[config.mk]
export PLATFORM = sky130hd
export DESIGN_NAME = bdc_top
export DESIGN_NICKNAME = d
export VERILOG_FILES = /design/src/bdc_pkg.sv /design/src/bdc_sync.sv /design/src/bdc_filter.sv /design/src/bdc_top.sv
export SDC_FILE = /design/constraint.sdc
export NUM_CORES = 1
export LEC_CHECK = 0
export ABC_AREA = 1
export BUFFER_PORTS_ARGS = -buffer_cell sky130_fd_sc_hd__buf_2
export CAP_MARGIN = 20
export CORE_AREA = 5 5 73 75
export CTS_CLUSTER_DIAMETER = 200
export DETAILED_ROUTE_END_ITERATION = 16
export DIE_AREA = 0 0 78 80
export PLACE_DENSITY = 0.66
export REMOVE_ABC_BUFFERS = 1
export SLEW_MARGIN = 5
export SYNTH_ARGS = -nofsm -noshare
export SYNTH_HDL_FRONTEND = slang
export SYNTH_SLANG_ARGS = --single-unit
export TNS_END_PERCENT = 5
[constraint.sdc]
create_clock -name clk -period 1.6 [get_ports clk]
set_input_delay 0.08 -clock clk [delete_from_list [all_inputs] [get_ports clk]]
set_output_delay 0.08 -clock clk [all_outputs]
set_load 0.05 [all_outputs]
[src/bdc_pkg.sv]
// Package with constants and types for the bus driver digital control.
package bdc_pkg;
    // Mode filter time and its cycle count at 20 MHz (least time, rounded up).
    localparam int unsigned FILTER_TIME_NS  = 1000;
    localparam int unsigned CLK_PERIOD_NS   = 50;
    localparam int unsigned FILTER_CYCLES   = (FILTER_TIME_NS + CLK_PERIOD_NS - 1) / CLK_PERIOD_NS;
    localparam int unsigned GOTO_SLEEP_NS   = 1000;
    localparam int unsigned GOTO_SLEEP_CYC  = (GOTO_SLEEP_NS + CLK_PERIOD_NS - 1) / CLK_PERIOD_NS;
    localparam int unsigned SYNC_STAGES     = 2;

    // Levels that unconnected inputs float to.
    localparam logic DEF_TXD   = 1'b0;
    localparam logic DEF_TXG_N = 1'b1;
    localparam logic DEF_STB_N = 1'b0;
    localparam logic DEF_MODE  = 1'b0;
    localparam logic DEF_GUARD = 1'b0;

    typedef enum logic [2:0] {
        NORMAL_STATE,
        RECEIVE_ONLY_STATE,
        STANDBY_STATE,
        GOTO_SLEEP_CMD,
        SLEEP_STATE
    } bdc_mode_t;

    typedef enum logic [1:0] {
        BUS_IDLE,
        BUS_LOW_SYMBOL,
        BUS_HIGH_SYMBOL
    } bdc_sym_t;

    typedef enum logic [1:0] {
        BIAS_OPEN,
        BIAS_GROUND,
        BIAS_VOLTAGE
    } bdc_bias_t;
endpackage

[src/bdc_sync.sv]
// Two-stage synchroniser for a vector of asynchronous pin levels.
`timescale 1ns/10ps
module bdc_sync
    import bdc_pkg::*;
#(
    parameter int unsigned WIDTH     = 8,
    parameter logic [WIDTH-1:0] INIT = '0
)(
    input  wire logic             clk,
    input  wire logic             sys_rst,
    input  wire logic [WIDTH-1:0] async_in,
    output logic      [WIDTH-1:0] sync_out
);
    logic [WIDTH-1:0] meta_reg;
    logic [WIDTH-1:0] hold_reg;

    initial
    begin
        if (WIDTH < 1) $error("bdc_sync: WIDTH must be at least 1.");
    end

    // The first stage is read only by the second stage.
    always_ff @(posedge clk)
    begin
        if (sys_rst)
        begin
            meta_reg <= INIT;
            hold_reg <= INIT;
        end
        else
        begin
            meta_reg <= async_in;
            hold_reg <= meta_reg;
        end
    end

    assign sync_out = hold_reg;
endmodule

[src/bdc_filter.sv]
// Persistence filter that passes a level only after it stays stable.
`timescale 1ns/10ps
module bdc_filter
    import bdc_pkg::*;
#(
    parameter int unsigned WIDTH  = 2,
    parameter int unsigned CYCLES = FILTER_CYCLES,
    parameter logic [WIDTH-1:0] INIT = '0
)(
    input  wire logic             clk,
    input  wire logic             sys_rst,
    input  wire logic [WIDTH-1:0] raw_in,
    output logic      [WIDTH-1:0] filt_out
);
    localparam int unsigned CW = $clog2(CYCLES + 1);

    logic [WIDTH-1:0] filt_reg;
    logic [WIDTH-1:0] cand_reg;
    logic [CW-1:0]    cnt_reg;
    logic [CW-1:0]    cnt_next;
    wire              changed = (raw_in != cand_reg);
    wire              settled = (cnt_reg == CW'(CYCLES - 1));

    initial
    begin
        if (CYCLES < 1) $error("bdc_filter: CYCLES must be at least 1.");
    end

    // The whole vector must be stable together, so a skew between pins restarts the count.
    assign cnt_next = changed ? '0 : (settled ? cnt_reg : cnt_reg + CW'(1));

    always_ff @(posedge clk)
    begin
        if (sys_rst)
        begin
            filt_reg <= INIT;
            cand_reg <= INIT;
            cnt_reg  <= '0;
        end
        else
        begin
            cand_reg <= raw_in;
            cnt_reg  <= cnt_next;
            if (!changed && settled)
                filt_reg <= cand_reg;
        end
    end

    assign filt_out = filt_reg;
endmodule

[src/bdc_top.sv]
// Digital control of a differential bus transceiver: modes, transmit gating, receive outputs.
// Behaviour
// - Floating transmit gate or guardian disables transmitter.
// - Floating transmit data drives low symbol.
// - Floating mode pins decode standby state.
// - Unconnected inputs take their pull default levels.
// - Low power and receive only ignore transmit inputs.
// - Transmitter active only in normal state.
// - Bus biasing selected per operating mode.
// - Reference fail forces receive data low.
// - Enable needs normal, gate low, guardian high.
// - Gate activation accepted only with data low.
// - Enabled transmitter follows transmit data stream.
// - Receive data shows bus symbol when active.
// - Receive data shows wake flag in low power.
// - Reference fail forces activity low, guardian default.
// - Guardian low blocks transmitter in normal state.
// - Activity output low when symbol present in normal or receive only state.
// - Activity output shows wake flag in low power.
// - Reference fail forces fault low, mode defaults.
// - Mode pins select mode by table.
// - Mode pins pass spike filter before decoding.
// - Wake detector stays active in every mode.
// - Any undervoltage signalled on fault output.
// - Short mode pulses leave mode unchanged.
`timescale 1ns/10ps
module bdc_top
    import bdc_pkg::*;
#(
    parameter int unsigned FILTER_CNT = FILTER_CYCLES,
    parameter int unsigned SLEEP_CNT  = GOTO_SLEEP_CYC
)(
    input  wire logic  clk,
    input  wire logic  sys_rst,
    input  wire logic  transmit_data_in,
    input  wire logic  transmit_data_open,
    input  wire logic  transmit_gate_n,
    input  wire logic  transmit_gate_open,
    input  wire logic  guardian_gate,
    input  wire logic  guardian_gate_open,
    input  wire logic  standby_select_n,
    input  wire logic  standby_select_open,
    input  wire logic  mode_select_primary,
    input  wire logic  mode_select_open,
    input  wire logic  io_ref_fail,
    input  wire logic  supply_fail,
    input  wire logic  wake_event,
    input  wire logic  wake_clear,
    input  wire logic  bus_rx_active,
    input  wire logic  bus_rx_high,
    output logic       receive_data_out,
    output logic       bus_activity_n,
    output logic       fault_indicator_n,
    output logic       pulls_enable,
    output bdc_sym_t   tx_symbol,
    output bdc_bias_t  bias_select,
    output bdc_mode_t  mode_out
);
    localparam int unsigned NIN = 13;
    localparam int unsigned SCW = $clog2(SLEEP_CNT + 1);
    // All levels of the main synchroniser reset low, so no false reference failure follows reset.
    localparam logic [NIN-1:0] SYNC_INIT = '0;

    initial
    begin
        if (SLEEP_CNT < 1) $error("bdc_top: SLEEP_CNT must be at least 1.");
    end

    logic [NIN-1:0] s;
    bdc_sync #(.WIDTH(NIN), .INIT(SYNC_INIT)) u_sync (
        .clk      (clk),
        .sys_rst  (sys_rst),
        .async_in ({bus_rx_active, bus_rx_high, wake_clear, wake_event, supply_fail, io_ref_fail,
                    mode_select_open, mode_select_primary, standby_select_open, standby_select_n,
                    guardian_gate_open, guardian_gate, transmit_gate_open}),
        .sync_out (s)
    );

    // The controller pins have their own synchroniser; the gate resets to its blocking level.
    logic [2:0] t;
    bdc_sync #(.WIDTH(3), .INIT(3'b001)) u_sync_tx (
        .clk      (clk),
        .sys_rst  (sys_rst),
        .async_in ({transmit_data_open, transmit_data_in, transmit_gate_n}),
        .sync_out (t)
    );

    wire s_gate_open = s[0];
    wire s_guard     = s[1];
    wire s_guard_opn = s[2];
    wire s_stb_n     = s[3];
    wire s_stb_open  = s[4];
    wire s_mode      = s[5];
    wire s_mode_open = s[6];
    wire s_ioref     = s[7];
    wire s_supply    = s[8];
    wire s_wake      = s[9];
    wire s_wclr      = s[10];
    wire s_rx_high   = s[11];
    wire s_rx_act    = s[12];
    wire s_gate_n    = t[0];
    wire s_txd       = t[1];
    wire s_txd_open  = t[2];

    // Floating pins read as their pull levels.
    wire stb_lvl  = s_stb_open  ? DEF_STB_N : s_stb_n;
    wire mode_lvl = s_mode_open ? DEF_MODE  : s_mode;

    // Reference failure forces mode pins to defaults.
    wire stb_eff  = s_ioref ? DEF_STB_N : stb_lvl;
    wire mode_eff = s_ioref ? DEF_MODE  : mode_lvl;

    // Spike filter in front of decoding.
    logic [1:0] mode_f;
    bdc_filter #(.WIDTH(2), .CYCLES(FILTER_CNT), .INIT(2'b00)) u_filt (
        .clk      (clk),
        .sys_rst  (sys_rst),
        .raw_in   ({stb_eff, mode_eff}),
        .filt_out (mode_f)
    );

    // Wake flag is captured in every mode; a new event wins over a clear.
    logic wake_flag_reg;
    always_ff @(posedge clk)
    begin
        if (sys_rst)
            wake_flag_reg <= 1'b0;
        else if (s_wake)
            wake_flag_reg <= 1'b1;
        else if (s_wclr)
            wake_flag_reg <= 1'b0;
    end

    // Mode table decode; low/low gives standby.
    bdc_mode_t req_mode;
    assign req_mode = ( mode_f[1] &&  mode_f[0]) ? NORMAL_STATE :
                      ( mode_f[1] && !mode_f[0]) ? RECEIVE_ONLY_STATE :
                      (!mode_f[1] &&  mode_f[0]) ? GOTO_SLEEP_CMD : STANDBY_STATE;

    bdc_mode_t  mode_reg;
    bdc_mode_t  mode_next;
    logic [SCW-1:0] gts_cnt_reg;
    wire        gts_done = (gts_cnt_reg == SCW'(SLEEP_CNT - 1));

    // Only the filtered level and the goto-sleep timer move the mode; the reference failure forces sleep.
    always_comb
    begin
        mode_next = mode_reg;
        case (mode_reg)
            GOTO_SLEEP_CMD:
                if (req_mode != GOTO_SLEEP_CMD)
                    mode_next = req_mode;
                else if (gts_done)
                    mode_next = SLEEP_STATE;
            SLEEP_STATE:
                if (req_mode != GOTO_SLEEP_CMD && !s_ioref)
                    mode_next = req_mode;
            default:
                mode_next = req_mode;
        endcase
        if (s_ioref)
            mode_next = SLEEP_STATE;
    end

    always_ff @(posedge clk)
    begin
        if (sys_rst)
        begin
            mode_reg    <= STANDBY_STATE;
            gts_cnt_reg <= '0;
        end
        else
        begin
            mode_reg    <= mode_next;
            gts_cnt_reg <= (mode_reg == GOTO_SLEEP_CMD && !gts_done) ? gts_cnt_reg + SCW'(1) : '0;
        end
    end

    wire is_normal = (mode_reg == NORMAL_STATE);
    wire low_power = (mode_reg == SLEEP_STATE) || (mode_reg == STANDBY_STATE);
    wire rx_mode   = is_normal || (mode_reg == RECEIVE_ONLY_STATE);

    // Floating gate pins read as blocking levels; on reference fail too.
    wire gate_n_eff = (s_gate_open  || s_ioref) ? DEF_TXG_N : s_gate_n;
    wire guard_eff  = (s_guard_opn  || s_ioref) ? DEF_GUARD : s_guard;
    wire txd_eff    = (s_txd_open   || s_ioref) ? DEF_TXD   : s_txd;

    // Outside normal state the transmit inputs are ignored and pulls are off.
    wire tx_inputs_live = is_normal;
    wire tx_allowed = tx_inputs_live && !gate_n_eff && guard_eff;

    // Activation is accepted only while the data is low.
    logic tx_on_reg;
    always_ff @(posedge clk)
    begin
        if (sys_rst)
            tx_on_reg <= 1'b0;
        else if (!tx_allowed)
            tx_on_reg <= 1'b0;
        else if (!txd_eff)
            tx_on_reg <= 1'b1;
    end

    // Enabled transmitter follows the data stream.
    bdc_sym_t sym_next;
    assign sym_next = !(tx_allowed && (tx_on_reg || !txd_eff)) ? BUS_IDLE :
                      (txd_eff ? BUS_HIGH_SYMBOL : BUS_LOW_SYMBOL);

    // Bias per mode; open while unsupplied.
    bdc_bias_t bias_next;
    assign bias_next = s_supply ? BIAS_OPEN : (rx_mode ? BIAS_VOLTAGE : BIAS_GROUND);

    wire rxd_next = s_ioref   ? 1'b0 :
                    low_power ? !wake_flag_reg :
                    rx_mode   ? (!s_rx_act || s_rx_high) : 1'b1;
    wire act_next = s_ioref   ? 1'b0 :
                    low_power ? !wake_flag_reg :
                    rx_mode   ? !s_rx_act : 1'b1;
    // Any undervoltage pulls the fault output low.
    wire flt_next = !(s_ioref || s_supply);

    always_ff @(posedge clk)
    begin
        if (sys_rst)
        begin
            tx_symbol         <= BUS_IDLE;
            bias_select       <= BIAS_GROUND;
            receive_data_out  <= 1'b1;
            bus_activity_n    <= 1'b1;
            fault_indicator_n <= 1'b1;
            pulls_enable      <= 1'b0;
        end
        else
        begin
            tx_symbol         <= sym_next;
            bias_select       <= bias_next;
            receive_data_out  <= rxd_next;
            bus_activity_n    <= act_next;
            fault_indicator_n <= flt_next;
            pulls_enable      <= tx_inputs_live;
        end
    end

    assign mode_out = mode_reg;

    a_tx_mode_only: assert property (@(posedge clk) disable iff (sys_rst)
        (tx_symbol != BUS_IDLE) |-> $past(is_normal)) else $error("Transmit outside normal state.");
    a_guard_blocks: assert property (@(posedge clk) disable iff (sys_rst)
        !guard_eff |=> (tx_symbol == BUS_IDLE)) else $error("Guardian low did not block.");
    // Gate high keeps the bus idle.
    a_gate_blocks: assert property (@(posedge clk) disable iff (sys_rst)
        gate_n_eff |=> (tx_symbol == BUS_IDLE)) else $error("Gate high did not block.");
    // No start with a high symbol.
    a_no_high_start: assert property (@(posedge clk) disable iff (sys_rst)
        ($past(tx_symbol) == BUS_IDLE) |-> (tx_symbol != BUS_HIGH_SYMBOL)) else $error("Started with high.");
    a_tx_follow: assert property (@(posedge clk) disable iff (sys_rst)
        (tx_allowed && tx_on_reg) |=> (tx_symbol == (($past(txd_eff)) ? BUS_HIGH_SYMBOL : BUS_LOW_SYMBOL)))
        else $error("Symbol did not follow data.");
    a_ref_rxd: assert property (@(posedge clk) disable iff (sys_rst)
        s_ioref |=> (!receive_data_out && !bus_activity_n && !fault_indicator_n))
        else $error("Reference failure outputs wrong.");
    // Wake flag shown in low power.
    a_wake_show: assert property (@(posedge clk) disable iff (sys_rst)
        (low_power && !s_ioref) |=> (receive_data_out == !$past(wake_flag_reg)))
        else $error("Wake flag not shown.");
    a_act_bus: assert property (@(posedge clk) disable iff (sys_rst)
        (rx_mode && !s_ioref) |=> (bus_activity_n == !$past(s_rx_act))) else $error("Activity wrong.");
    a_bias_mode: assert property (@(posedge clk) disable iff (sys_rst)
        (rx_mode && !s_supply) |=> (bias_select == BIAS_VOLTAGE)) else $error("Bias wrong.");
    // Mode stable while filter output holds, outside goto-sleep, sleep and reference failure.
    a_mode_hold: assert property (@(posedge clk) disable iff (sys_rst)
        ($stable(mode_f) && !s_ioref && mode_reg != GOTO_SLEEP_CMD && mode_reg != SLEEP_STATE)
        |=> $stable(mode_reg)) else $error("Mode moved without command.");
    a_goto_ground: assert property (@(posedge clk) disable iff (sys_rst)
        (mode_reg == GOTO_SLEEP_CMD && !s_supply) |=> (bias_select == BIAS_GROUND))
        else $error("Bias not ground in sleep command.");
    a_pulls_normal: assert property (@(posedge clk) disable iff (sys_rst)
        !is_normal |=> !pulls_enable) else $error("Pulls on outside normal state.");
    a_fault_supply: assert property (@(posedge clk) disable iff (sys_rst)
        s_supply |=> !fault_indicator_n) else $error("Supply failure not flagged.");
    a_wake_set: assert property (@(posedge clk) disable iff (sys_rst)
        s_wake |=> wake_flag_reg) else $error("Wake event lost.");
    a_rx_low: assert property (@(posedge clk) disable iff (sys_rst)
        (rx_mode && !s_ioref && s_rx_act && !s_rx_high) |=> !receive_data_out)
        else $error("Low symbol not received.");

    c_transmit: cover property (@(posedge clk) tx_symbol == BUS_HIGH_SYMBOL);
    c_sleep:    cover property (@(posedge clk) mode_reg == SLEEP_STATE);
    c_recv:     cover property (@(posedge clk) mode_reg == RECEIVE_ONLY_STATE && !bus_activity_n);
    c_wake:     cover property (@(posedge clk) low_power && !receive_data_out);
    c_goto:     cover property (@(posedge clk) mode_reg == GOTO_SLEEP_CMD);
endmodule

# After elaboration in Yosys (flattened, before gate mapping)
# Index checks and enable logic that the tools add are counted.
# word_totals
reg_bits	59
output_inout_bits	11
# op_classes
reduce_logical	37
muxes	26
add_sub_neg	2
eq_ne	12
bitwise_logic	3
# ops
cell	n
1-bit two-way mux	17
3-bit two-way mux	4
2-bit OR reduction	6
5-bit by 1-bit adder with 5-bit output, second input constant	2
5-bit equality test, second input constant	2
1-bit zero test	10
1-bit logical AND	9
1-bit logical OR	8
2-bit two-way mux	4
3-bit by 2-bit equality test with 1-bit output, second input constant	2
3-bit one-hot mux with 2 select lines	1
2-bit inequality test, second input constant	2
4-bit by 3-bit inequality test with 1-bit output, second input constant	1
2-bit AND reduction	2
3-bit by 1-bit equality test with 1-bit output, second input constant	1
3-bit equality test, second input constant	1
3-bit zero test	1
3-bit by 2-bit inequality test with 1-bit output, second input constant	1
3-bit inequality test, second input constant	1
1-bit NOT	3
2-bit inequality test	1
2-bit nonzero test	1

# Longest topological paths before layout
# Gate-level depths: netlist of the first run.
# logic_depth
word_depth	10
mapped_depth	10
ltp_nobuf	9

# Hierarchy
# From an unflattened synthesis of the first run, not the netlist that was laid out.
# hier_totals
hier_cells	262
hier_area_um2	2185.8
# by_module_without_submodules
module	instances	cells_each	area_each_um2
bdc_top	1	101	814.5
bdc_sync (u_sync)	1	81	752.0
bdc_filter	1	61	450.4
bdc_sync (u_sync_tx)	1	19	168.9

# Worst setup path before layout of the first run
# No wires, ideal clock.
# synth_timing
path_type	register -> register
start	reg mode_reg[0] (netlist: mode_out[0])
end	reg mode_reg[1] (netlist: mode_out[1])
synth_period_minus_slack_ps	1437
slack_ps	163
arrival_ps	1312
stages_incl_launch_ff	7
setup_ps	125
n_path_buf	0
path_cell_list	dfxtp_1 nand3_2 clkinv_2 nand3_2 and2_1 nand2_1 nand3_1
# synth_via
elab_chain_len	3
elab_cells_between_ends	7
# synth_rtl
element	line	rtl
from (decl)	bdc_top.sv:140	bdc_mode_t mode_reg;
from (signal assigned)	bdc_top.sv:174	mode_reg <= mode_next;
3-bit by 2-bit equality test with 1-bit output or 3-bit equality test (tied branches)	bdc_top.sv:149	case (mode_reg)
4-bit by 3-bit inequality test with 1-bit output (no line) (tied with other cells)	n/a	
2-bit AND reduction (no line) or 3-bit two-way mux (tied branches)	n/a	
# Several ways; a longest one is shown, not always the timed one.
# A chain may end at the register's enable or synchronous reset.

# Worst setup path after layout of the first run
# layout_timing
start	reg u_filt.filt_reg[1] (netlist: u_filt.filt_out[1])
end	reg mode_reg[2] (netlist: mode_out[2])
# layout_via
elab_chain_len	9
elab_cells_between_ends	15
# layout_rtl
element	line	rtl
from (decl)	bdc_filter.sv:17	logic [WIDTH-1:0] filt_reg;
from (signal assigned)	bdc_filter.sv:45	filt_reg <= cand_reg;
1-bit zero test	bdc_top.sv:138	(!mode_f[1] && mode_f[0]) ? GOTO_SLEEP_CMD : STANDBY_STATE;
1-bit logical AND	bdc_top.sv:138	
1-bit two-way mux	bdc_top.sv:138	
2-bit two-way mux	bdc_top.sv:137	( mode_f[1] && !mode_f[0]) ? RECEIVE_ONLY_STATE :
2-bit two-way mux *	bdc_top.sv:136	assign req_mode = ( mode_f[1] && mode_f[0]) ? NORMAL_STATE :
2-bit inequality test *	bdc_top.sv:151, bdc_top.sv:156	
3-bit two-way mux or 1-bit logical AND (tied branches)	bdc_top.sv:151, bdc_top.sv:156	
3-bit one-hot mux with 2 select lines or 3-bit by 2-bit inequality test with 1-bit output (tied branches)	n/a	
3-bit two-way mux or 2-bit AND reduction (tied branches)	n/a	
# Every way passes the cells marked *; elsewhere a longest branch is shown, timed or not.

==> results.cfg, run 1 <==
[outcome]
status = completed

[worst_setup_path]
cp.required_ns = 1.83
reg2reg_slack_ns = 0.29
reg2reg_depth = 6
worstSetupEndpointType = register
r2r-end = mode_out[2]$_SDFFE_PP0P_
cp-start-kind = register
path_max_fanout = 4
crit_arrival_ns = 1.53
worstSetupPathType = reg -> reg
timing.rr.start = u_filt.filt_out[1]$_SDFFE_PP0P_

[clock_network]
h-tree-depth = 3
cts_root_buffer = clkbuf_8
clock_sinks = 59
cts.clk_slew.worst_paths_ns = 0.06
clkLatencyLatePin_ns = 0.33
ctsLongestPathBuffers = 2
numCtsBuffers = 9
cts_tree = built
cts_resized = 0

[die]
core_um2 = 4598
die_h_um = 80
dieArea_um2 = 6240
rows = 25
initial_core_util_pct = 46.42
die_width_um = 78
ios = 29

[route]
via_count = 1557
drcViolationCount = 0
firstDrtPassIters = 4
ant_nets = 0
drt_iter0_drc = 49
wl_per_cell_um = 9.261
vias_per_cell = 4.325
wirelength_um = 3334

[timing]
period_share_pct = 81.79
finalCriticalPeriod_ns = 1.309
setup_viol = 0
finalHoldViolCount = 0
tightest_slew_ns = 0.3916
skew_ns = 0.007313
maxSlewViolCount = 0
fin_setup_tns_ns = 0
fmax_mhz = 764.1
relSlewSlack_pct = 73.86
rsz0062_at_grt = no

[global_route]
grt_max_degree = 27
grtUsageMet1_pct = 13.75
antenna_found_initial = 0
use_met2_pct = 18.11
grt_pass1_vias = 1345
grt_util_met3_pct = 6.095
grt_overflow_total = 0
grt_busiest_layer = met2
grt_pass1_wl_um = 5678
grt_usage_pct = 11.87

[yosys]
ys_seq_area_share_pct = 55.33
synthTopCellsByArea = dfxtp_1, nor2_1, inv_1
ys_ff_latch = 59
syn_inst = 249
synth_cell_types = 33
synth_top_area_share_pct = 55.33
netlist_area_um2 = 2135
yosys.area.top_type = dfxtp_1
yosysWarnings = 0
syn_avg_cell_area_um2 = 8.572

[layout]
nNetsFinal = 325
finalNonFillerCells = 360
diodes = 0
layout-drive-gt1-share_pct = 21.90
syn_to_final_growth_pct = 27.08

[place]
place_hpwl_um = 2262
dp.cells = 328
numPortBuffers = 28
place_congestion = 0.6976

[run]
drv_cap = 0

[power_and_ir_drop]
power.density_nw_per_um2 = 1186
p_leak_nw = 1.254
peakVddDrop_mv = 0.7192

[worst_hold_path]
hold_class = in -> reg
hold_end = bias_select[0]$_SDFF_PP1_
hold_start = sys_rst
holdPathStages = 3
[where the power goes]
part | internal, mW | switching, mW
logic | 0.0852 | 0.104
clock network | 0.921 | 0.563
registers | 1.52 | 0.0232
total | 2.53 | 0.690
[how the worst max path moves through the flow]
| stage | cells after the start | end | slack (ns) | from |
|---|---|---|---|---|
| 6_report | 6 | mode_out[2]$_SDFFE_PP0P_ | 0.29 | u_filt.filt_out[1]$_SDFFE_PP0P_ |
| 5_1_grt | 6 | mode_out[2]$_SDFFE_PP0P_ | 0.14 | u_filt.filt_out[1]$_SDFFE_PP0P_ |
| 4_1_cts | 6 | mode_out[2]$_SDFFE_PP0P_ | 0.30 | u_filt.filt_out[1]$_SDFFE_PP0P_ |
| 3_5_place_dp | 6 | mode_out[2]$_SDFFE_PP0P_ | 0.32 | u_filt.filt_out[1]$_SDFFE_PP0P_ |
| 3_3_place_gp | 6 | u_filt.filt_out[0]$_SDFFE_PP0P_ | 0.30 | u_filt.cnt_reg[0]$_SDFFE_PP0P_ |
| 2_1_floorplan | 6 | mode_out[1]$_SDFFE_PP1P_ | 0.16 | mode_out[0]$_SDFFE_PP0P_ |
[final cells by class]
cell class              instances  area (um^2)
repair buffers                 46        315.3
well taps                      54        67.56
fillers                       415         1886
flip-flops and latches         59         1181
multi-input cells             132        715.7
clock inverters                 6        87.58
clock buffers                  10        137.6
inverters                      53        207.7
[cells by family (layout without fill, tap and decap cells)]
| kind of cell | after synthesis | after routing | synth area share, % |
|---|---|---|---|
| simple gates | 104 | 104 | 23.10 |
| fa+ha+maj | 6 | 6 | 3.517 |
| xor+xnor | 5 | 5 | 2.052 |
| buf+inv | 58 | 115 | 11.14 |
| compound gates | 17 | 17 | 4.865 |
| flops | 59 | 59 | 55.33 |
[layout by cell type (no fill, tap or decap), drive strengths merged]
cell,synthesis,layout
o21ai,7,7
a21oi,6,6
buf,2,30
a31oi,1,1
nand4,6,6
inv,51,52
nor2,53,53
dlygate4sd3,0,16
clkbuf,3,10
xnor2,2,2
bufinv,0,2
dfxtp,59,59
ha,6,6
nand2,25,25
o311ai,1,1
xor2,3,3
nand3,14,14
and2,1,1
nor3,2,2
clkinv,2,5
o211ai,2,2
or2,3,3
[synthesized netlist by cell type]
| master | instances |
|---|---|
| nor2_1 | 51 |
| ha_1 | 6 |
| nand3_1 | 8 |
| dfxtp_1 | 59 |
| xnor2_1 | 2 |
| and2_1 | 1 |
| buf_4 | 1 |
| or2_2 | 2 |
| clkinv_1 | 1 |
| inv_2 | 4 |
| o211ai_1 | 1 |
| nand2_1 | 23 |
| nand3_2 | 5 |
| a21oi_2 | 1 |
| inv_8 | 1 |
| or2_1 | 1 |
| nor2_4 | 1 |
| xor2_1 | 3 |
| inv_1 | 46 |
| a21oi_1 | 5 |
| clkbuf_1 | 3 |
| buf_6 | 1 |
| nand2_2 | 2 |
| o21ai_0 | 7 |
| o311ai_0 | 1 |
| clkinv_2 | 1 |
| a31oi_1 | 1 |
| nor3_1 | 1 |
| nand3_4 | 1 |
| nor3_2 | 1 |
| nor2_2 | 1 |
| nand4_1 | 6 |
| o211ai_2 | 1 |
[worst max-delay path: stages (launching register included)]
cell and delay (ns):
dfxtp_1 0.36, inv_1 0.09, ha_1 0.24, o211ai_1 0.27, nand4_1 0.14, nand2_1 0.08, nor2_1 0.04
[metal layers]
metal  wire (um)  share of wire [%]
met5           0                  0
met4          48                1.4
met3         221                6.6
met2        1510                 45
met1        1554                 47
[repair_timing]
| action | CTS | global route |
|---|---|---|
| endpoints found under the hold margin | 16 | 0 |
| setup buffers | 0 | 0 |
| hold buffers | 16 | 0 |
[through the flow]
stage | util [%] | power [mW] | hold slack, ns | setup slack (ns) | cell area, um^2
floorplan | - | 1.679 | 0.1512 | 0.1630 | 2105
global placement | 50.61 | 1.735 | 0.2659 | 0.3032 | 2327
detailed placement | 50.61 | 1.739 | 0.2666 | 0.3182 | 2327
CTS | 58.99 | 3.268 | 0.08371 | 0.3039 | 2713
global route | 58.99 | 3.356 | 0.1114 | 0.1447 | 2713
finish | 58.99 | 3.218 | 0.09802 | 0.2913 | 2713
(Power assumes the default switching activity.)
==> inputs of run 2 (changes only) <==
==> constraint.sdc (replaced) <==
create_clock -name clk -period 1.3 [get_ports clk]
set_input_delay 0.065 -clock clk [delete_from_list [all_inputs] [get_ports clk]]
set_output_delay 0.065 -clock clk [all_outputs]
set_load 0.05 [all_outputs]
==> run 2 against run 1 <==
Core utilization down 0.14 points. Critical path type unchanged. Design area is 0.23% lower. Routed wire length up 1.4%. Critical path depth is the same. Clock power about the same. Worst setup slack lost 0.20 ns. Combinational power grew 28%. Cell count up 1.1%. Sequential cell count stayed put.
==> results.cfg, run 2 (synthesis gave the netlist of run 1 again) <==
[clock_network]
cts.clk_slew.worst_paths_ns = 0.07
h-tree-depth = 3
post_cts.repair.setup_buffers = 0
cts_tree = built
numCtsBuffers = 9
ctsLongestPathBuffers = 2
clock_sinks = 59
clkLatencyLatePin_ns = 0.33
cts_root_buffer = clkbuf_8

[layout]
finalNonFillerCells = 364
layout-drive-gt1-share_pct = 25.48
final_util_pct = 58.86
final_common_cell = dfxtp_1
diodes = 0
fin_area_um2 = 2706
nNetsFinal = 329
final_cell_mix = dfxtp_1, nor2_1, inv_1, buf_2, nand2_1
syn_to_final_growth_pct = 26.79

[die]
die_width_um = 78
ios = 29
die_h_um = 80
initial_core_util_pct = 46.42
rows = 25
core_um2 = 4598
dieArea_um2 = 6240

[timing]
finalHoldViolCount = 0
maxSlewViolCount = 0
finalCriticalPeriod_ns = 1.204
period_share_pct = 92.60
setup_viol = 0
relSlewSlack_pct = 78.88
tightest_slew_ns = 0.3129
skew_ns = 0.007270
fmax_mhz = 830.7

[worst_setup_path]
path_common_cell = nand3_1
worstSetupEndpointType = register
cp-endpoint = mode_out[1]$_SDFFE_PP1P_
reg2reg_slack_ns = 0.1
r2r-end = mode_out[1]$_SDFFE_PP1P_
cp.depth = 6
timing.rr.start = gts_cnt_reg[0]$_SDFF_PP0_
worstSetupPathType = reg -> reg
cp_top_family = simple AND/OR/NAND/NOR gates
cp-start-kind = register
critPathSlowestCell = dfxtp_1
reg2reg_depth = 6
max_stage_delay_ns = 0.33
critPathLaunch = gts_cnt_reg[0]$_SDFF_PP0_
crit_arrival_ns = 1.42
cp.required_ns = 1.52
path_max_fanout = 3
crit_chain = ha_1, nand3_1, nand3_2, and2_1, nand2_1, nand3_1
crit_buf_inv = 0

[run]
drv_cap = 0

[route]
wl_per_cell_um = 9.291
wirelength_um = 3382
via_count = 1540
vias_per_cell = 4.231
ant_nets = 0
drcViolationCount = 0
firstDrtPassIters = 4
drt_iter0_drc = 71

[power_and_ir_drop]
p_leak_nw = 1.245
power.density_nw_per_um2 = 1333
peakVddDrop_mv = 1.153

[place]
placed_cell_area_um2 = 2357
place_hpwl_um = 2323
numPortBuffers = 28
place_congestion = 0.7285
dp.cells = 332

[global_route]
grt_overflow_total = 0
grt_pass1_vias = 1433
grt_usage_pct = 12.51
grt_max_degree = 14
grt_pass1_wl_um = 6023
antenna_found_initial = 0

[worst_hold_path]
hold_class = in -> reg

[outcome]
status = completed
==> run 2: per-layer routing <==
metal	track usage (%)	share of wire, %	up-vias
met3	2.935	6.1	12
met2	18.78	44	31
met1	14.93	47	632
met5	0	0	-
met4	10.64	3.3	0
li1	-	-	865
==> run 2: worst min path at each step <==
| stage | start | end | slack (ns) | cells past startpoint |
|---|---|---|---|---|
| final | sys_rst | bias_select[0]$_SDFF_PP1_ | 0.1 | 3 |
| after global routing | sys_rst | pulls_enable$_SDFF_PP0_ | 0.12 | 4 |
| after CTS | sys_rst | bias_select[1]$_SDFF_PP0_ | 0.09 | 4 |
| after detailed placement | transmit_gate_n | u_sync_tx.meta_reg[0]$_SDFF_PP1_ | 0.25 | 2 |
| after global placement | transmit_gate_n | u_sync_tx.meta_reg[0]$_SDFF_PP1_ | 0.25 | 2 |
| after floorplan | sys_rst | u_sync.meta_reg[0]$_SDFF_PP0_ | 0.14 | 1 |
==> run 2: cell type report <==
class,instances,area [um^2]
timing repair buffer,50,345.3
inverter,53,207.7
fill,402,1892
tap,54,67.56
multi-input combinational,132,720.7
clock inverter,6,40.04
sequential,59,1187
clock buffer,10,137.6
==> run 2: what timing repair did <==
item / 4_1_cts / 5_1_grt
resized for setup: 0 / 8
hold endpoints to repair: 16 / 0
setup endpoints to repair: 0 / 10
hold buffers: 16 / 0
==> run 2: where the power goes <==
part           internal, mW  switching (mW)
registers              1.88          0.0288
logic                 0.112           0.130
clock network         0.741           0.720
==> run 2: per-stage QoR <==
stage	TNS (ns)	power [mW]	hold slack, ns	setup WS [ns]
2_1_floorplan	-0.1654	2.067	0.1362	-0.1370
3_5_place_dp	0	2.150	0.2521	0.03706
4_1_cts	0	3.655	0.08800	0.01325
6_report	0	3.608	0.09980	0.09619
3_3_place_gp	0	2.145	0.2523	0.04237
5_1_grt	-0.002514	3.773	0.1210	-0.002514
==> run 2: worst reg2reg max path, cell delays in order (launching register included) <==
cell and delay (ns):
dfxtp_1 0.33, ha_1 0.23, nand3_1 0.16, nand3_2 0.10, and2_1 0.14, nand2_1 0.06
nand3_1 0.07
==> inputs of run 3 (changes only) <==
--- a/config.mk
+++ b/config.mk
@@ -8,11 +8,11 @@
 export ABC_AREA = 1
 export BUFFER_PORTS_ARGS = -buffer_cell sky130_fd_sc_hd__buf_2
 export CAP_MARGIN = 20
-export CORE_AREA = 5 5 73 75
+export CORE_AREA = 5 5 86 88
 export CTS_CLUSTER_DIAMETER = 200
 export DETAILED_ROUTE_END_ITERATION = 16
-export DIE_AREA = 0 0 78 80
-export PLACE_DENSITY = 0.66
+export DIE_AREA = 0 0 91 93
+export PLACE_DENSITY = 0.5
 export REMOVE_ABC_BUFFERS = 1
 export SLEW_MARGIN = 5
 export SYNTH_ARGS = -nofsm -noshare
==> run 3 against run 2 <==
Cell count is 7.7% higher. Clock-buffer cell count is 4 higher. Via count is 2.5% higher. Critical path depth is 1 higher. Global-route usage is 2.9 points lower. Combinational power hardly changed. Core utilization is 17 points lower. Sequential power hardly changed. Routed wire length is 9.1% higher.
==> results.cfg, run 3 (synthesis gave the netlist of run 1 again) <==
[outcome]
status = completed

[layout]
seqCellArea_um2 = 1186
nNetsFinal = 331
layout-drive-gt1-share_pct = 24.36
n_fill_cell = 655
diodes = 0
final_common_cell = dfxtp_1
syn_to_final_growth_pct = 29.78
finalNonFillerCells = 392
multi_input_area_um2 = 728.2
final_cell_mix = dfxtp_1, nor2_1, inv_1, buf_2, nand2_1

[worst_setup_path]
crit_arrival_ns = 1.47
path_max_fanout = 3
cp.required_ns = 1.57
worstSetupEndpointType = register
reg2reg_slack_ns = 0.1
cp-start-kind = register
worstSetupPathType = reg -> reg

[route]
top_layer_used = met4
wl_met3_um = 191
wirelength_um = 3690
wirelength_met1_um = 1634
vias_per_cell = 4.026
wl_met2_um = 1773
drt_iter0_drc = 52
wl_per_cell_um = 9.413
via_count = 1578
firstDrtPassIters = 4
ant_nets = 0
drcViolationCount = 0

[global_route]
antenna_found_initial = 0
grt_overflow_total = 0
grt_usage_pct = 9.575
grt_pass1_wl_um = 6368
grt_max_degree = 35
grt_pass1_vias = 1523

[die]
initial_core_util_pct = 32.50
dieArea_um2 = 8463
die_width_um = 91
rows = 30
die_h_um = 93
core_um2 = 6569
ios = 29

[timing]
whs_ns = 0.3936
tightest_slew_ns = 0.3031
maxSlewViolCount = 0
skew_ns = 0.004291
setup_viol = 0
period_share_pct = 92.63
fmax_mhz = 830.4
relSlewSlack_pct = 79.54
finalCriticalPeriod_ns = 1.204
finalHoldViolCount = 0

[clock_network]
cts.clk_slew.worst_paths_ns = 0.06
cts_root_buffer = clkbuf_8
clock_sinks = 59
ctsLongestPathBuffers = 2
numCtsBuffers = 9
h-tree-depth = 3
clkLatencyLatePin_ns = 0.33
cts_tree = built

[place]
place_congestion = 0.7751
dp.cells = 358
numPortBuffers = 28
place_hpwl_um = 2469

[power_and_ir_drop]
power.density_nw_per_um2 = 1295
p_leak_nw = 1.262
peakVddDrop_mv = 0.6609

[run]
drv_cap = 0

[worst_hold_path]
hold_class = reg -> reg
run 3: power breakdown:
part           internal [mW]  leakage, nW  total (mW)  switching, mW
sequential              1.88        0.486        1.90         0.0283
clock                  0.791       0.0905        1.44          0.648
combinational          0.114        0.686       0.245          0.131
total                   2.78         1.26        3.59          0.807
run 3: cell type report:
type / count / share of cell area (%)
Sequential cell: 59 / 42.82
Multi-Input combinational cell: 132 / 26.29
Timing Repair Buffer: 52 / 13.55
Inverter: 53 / 7.498
Clock buffer: 14 / 5.872
Tap cell: 80 / 3.613
Clock inverter: 2 / 0.3613
run 3: repair_timing:
action	in CTS	in global routing
endpoints found under the setup margin	0	7
hold buffers	17	0
resized for setup	0	8
hold endpoints to repair	18	0
setup buffers	0	1
run 3: metrics by stage:
step | cell area [um^2] | total power, mW | setup TNS [ns] | setup slack, ns | util, %
floorplan | 2105 | 2.067 | -0.1654 | -0.1370 | -
global placement | 2402 | 2.150 | 0 | 0.02646 | 36.57
detailed placement | 2402 | 2.153 | 0 | 0.03476 | 36.57
CTS | 2745 | 3.653 | 0 | 0.01476 | 41.79
global route | 2770 | 3.762 | -0.01086 | -0.007647 | 42.17
finish | 2770 | 3.588 | 0 | 0.09583 | 42.17
run 3: metal layers:
| layer | vias to the layer above | GRT usage [%] |
|---|---|---|
| met5 | - | 0 |
| met4 | 0 | 6.601 |
| met3 | 8 | 3.942 |
| met2 | 38 | 15.20 |
| met1 | 669 | 10.36 |
| li1 | 863 | - |
run 3: worst paths after layout:
| kind | depth (start not counted) | to | startpoint |
|---|---|---|---|
| hold reg to reg | 2 | u_sync.sync_out[7]$_SDFF_PP0_ | u_sync.meta_reg[7]$_SDFF_PP0_ |
| setup reg to reg | 7 | mode_out[1]$_SDFFE_PP1P_ | u_filt.filt_out[0]$_SDFFE_PP0P_ |
| hold / removal | 2 | u_sync.sync_out[7]$_SDFF_PP0_ | u_sync.meta_reg[7]$_SDFF_PP0_ |
| setup / recovery | 7 | mode_out[1]$_SDFFE_PP1P_ | u_filt.filt_out[0]$_SDFFE_PP0P_ |
run 3: critical path, stage by stage (launching register included):
cell and delay, ns:
dfxtp_2 0.37, inv_1 0.08, ha_1 0.22, o21ai_0 0.15, o21ai_0 0.11, nor2_1 0.10
nand2_1 0.06, nand3_1 0.06
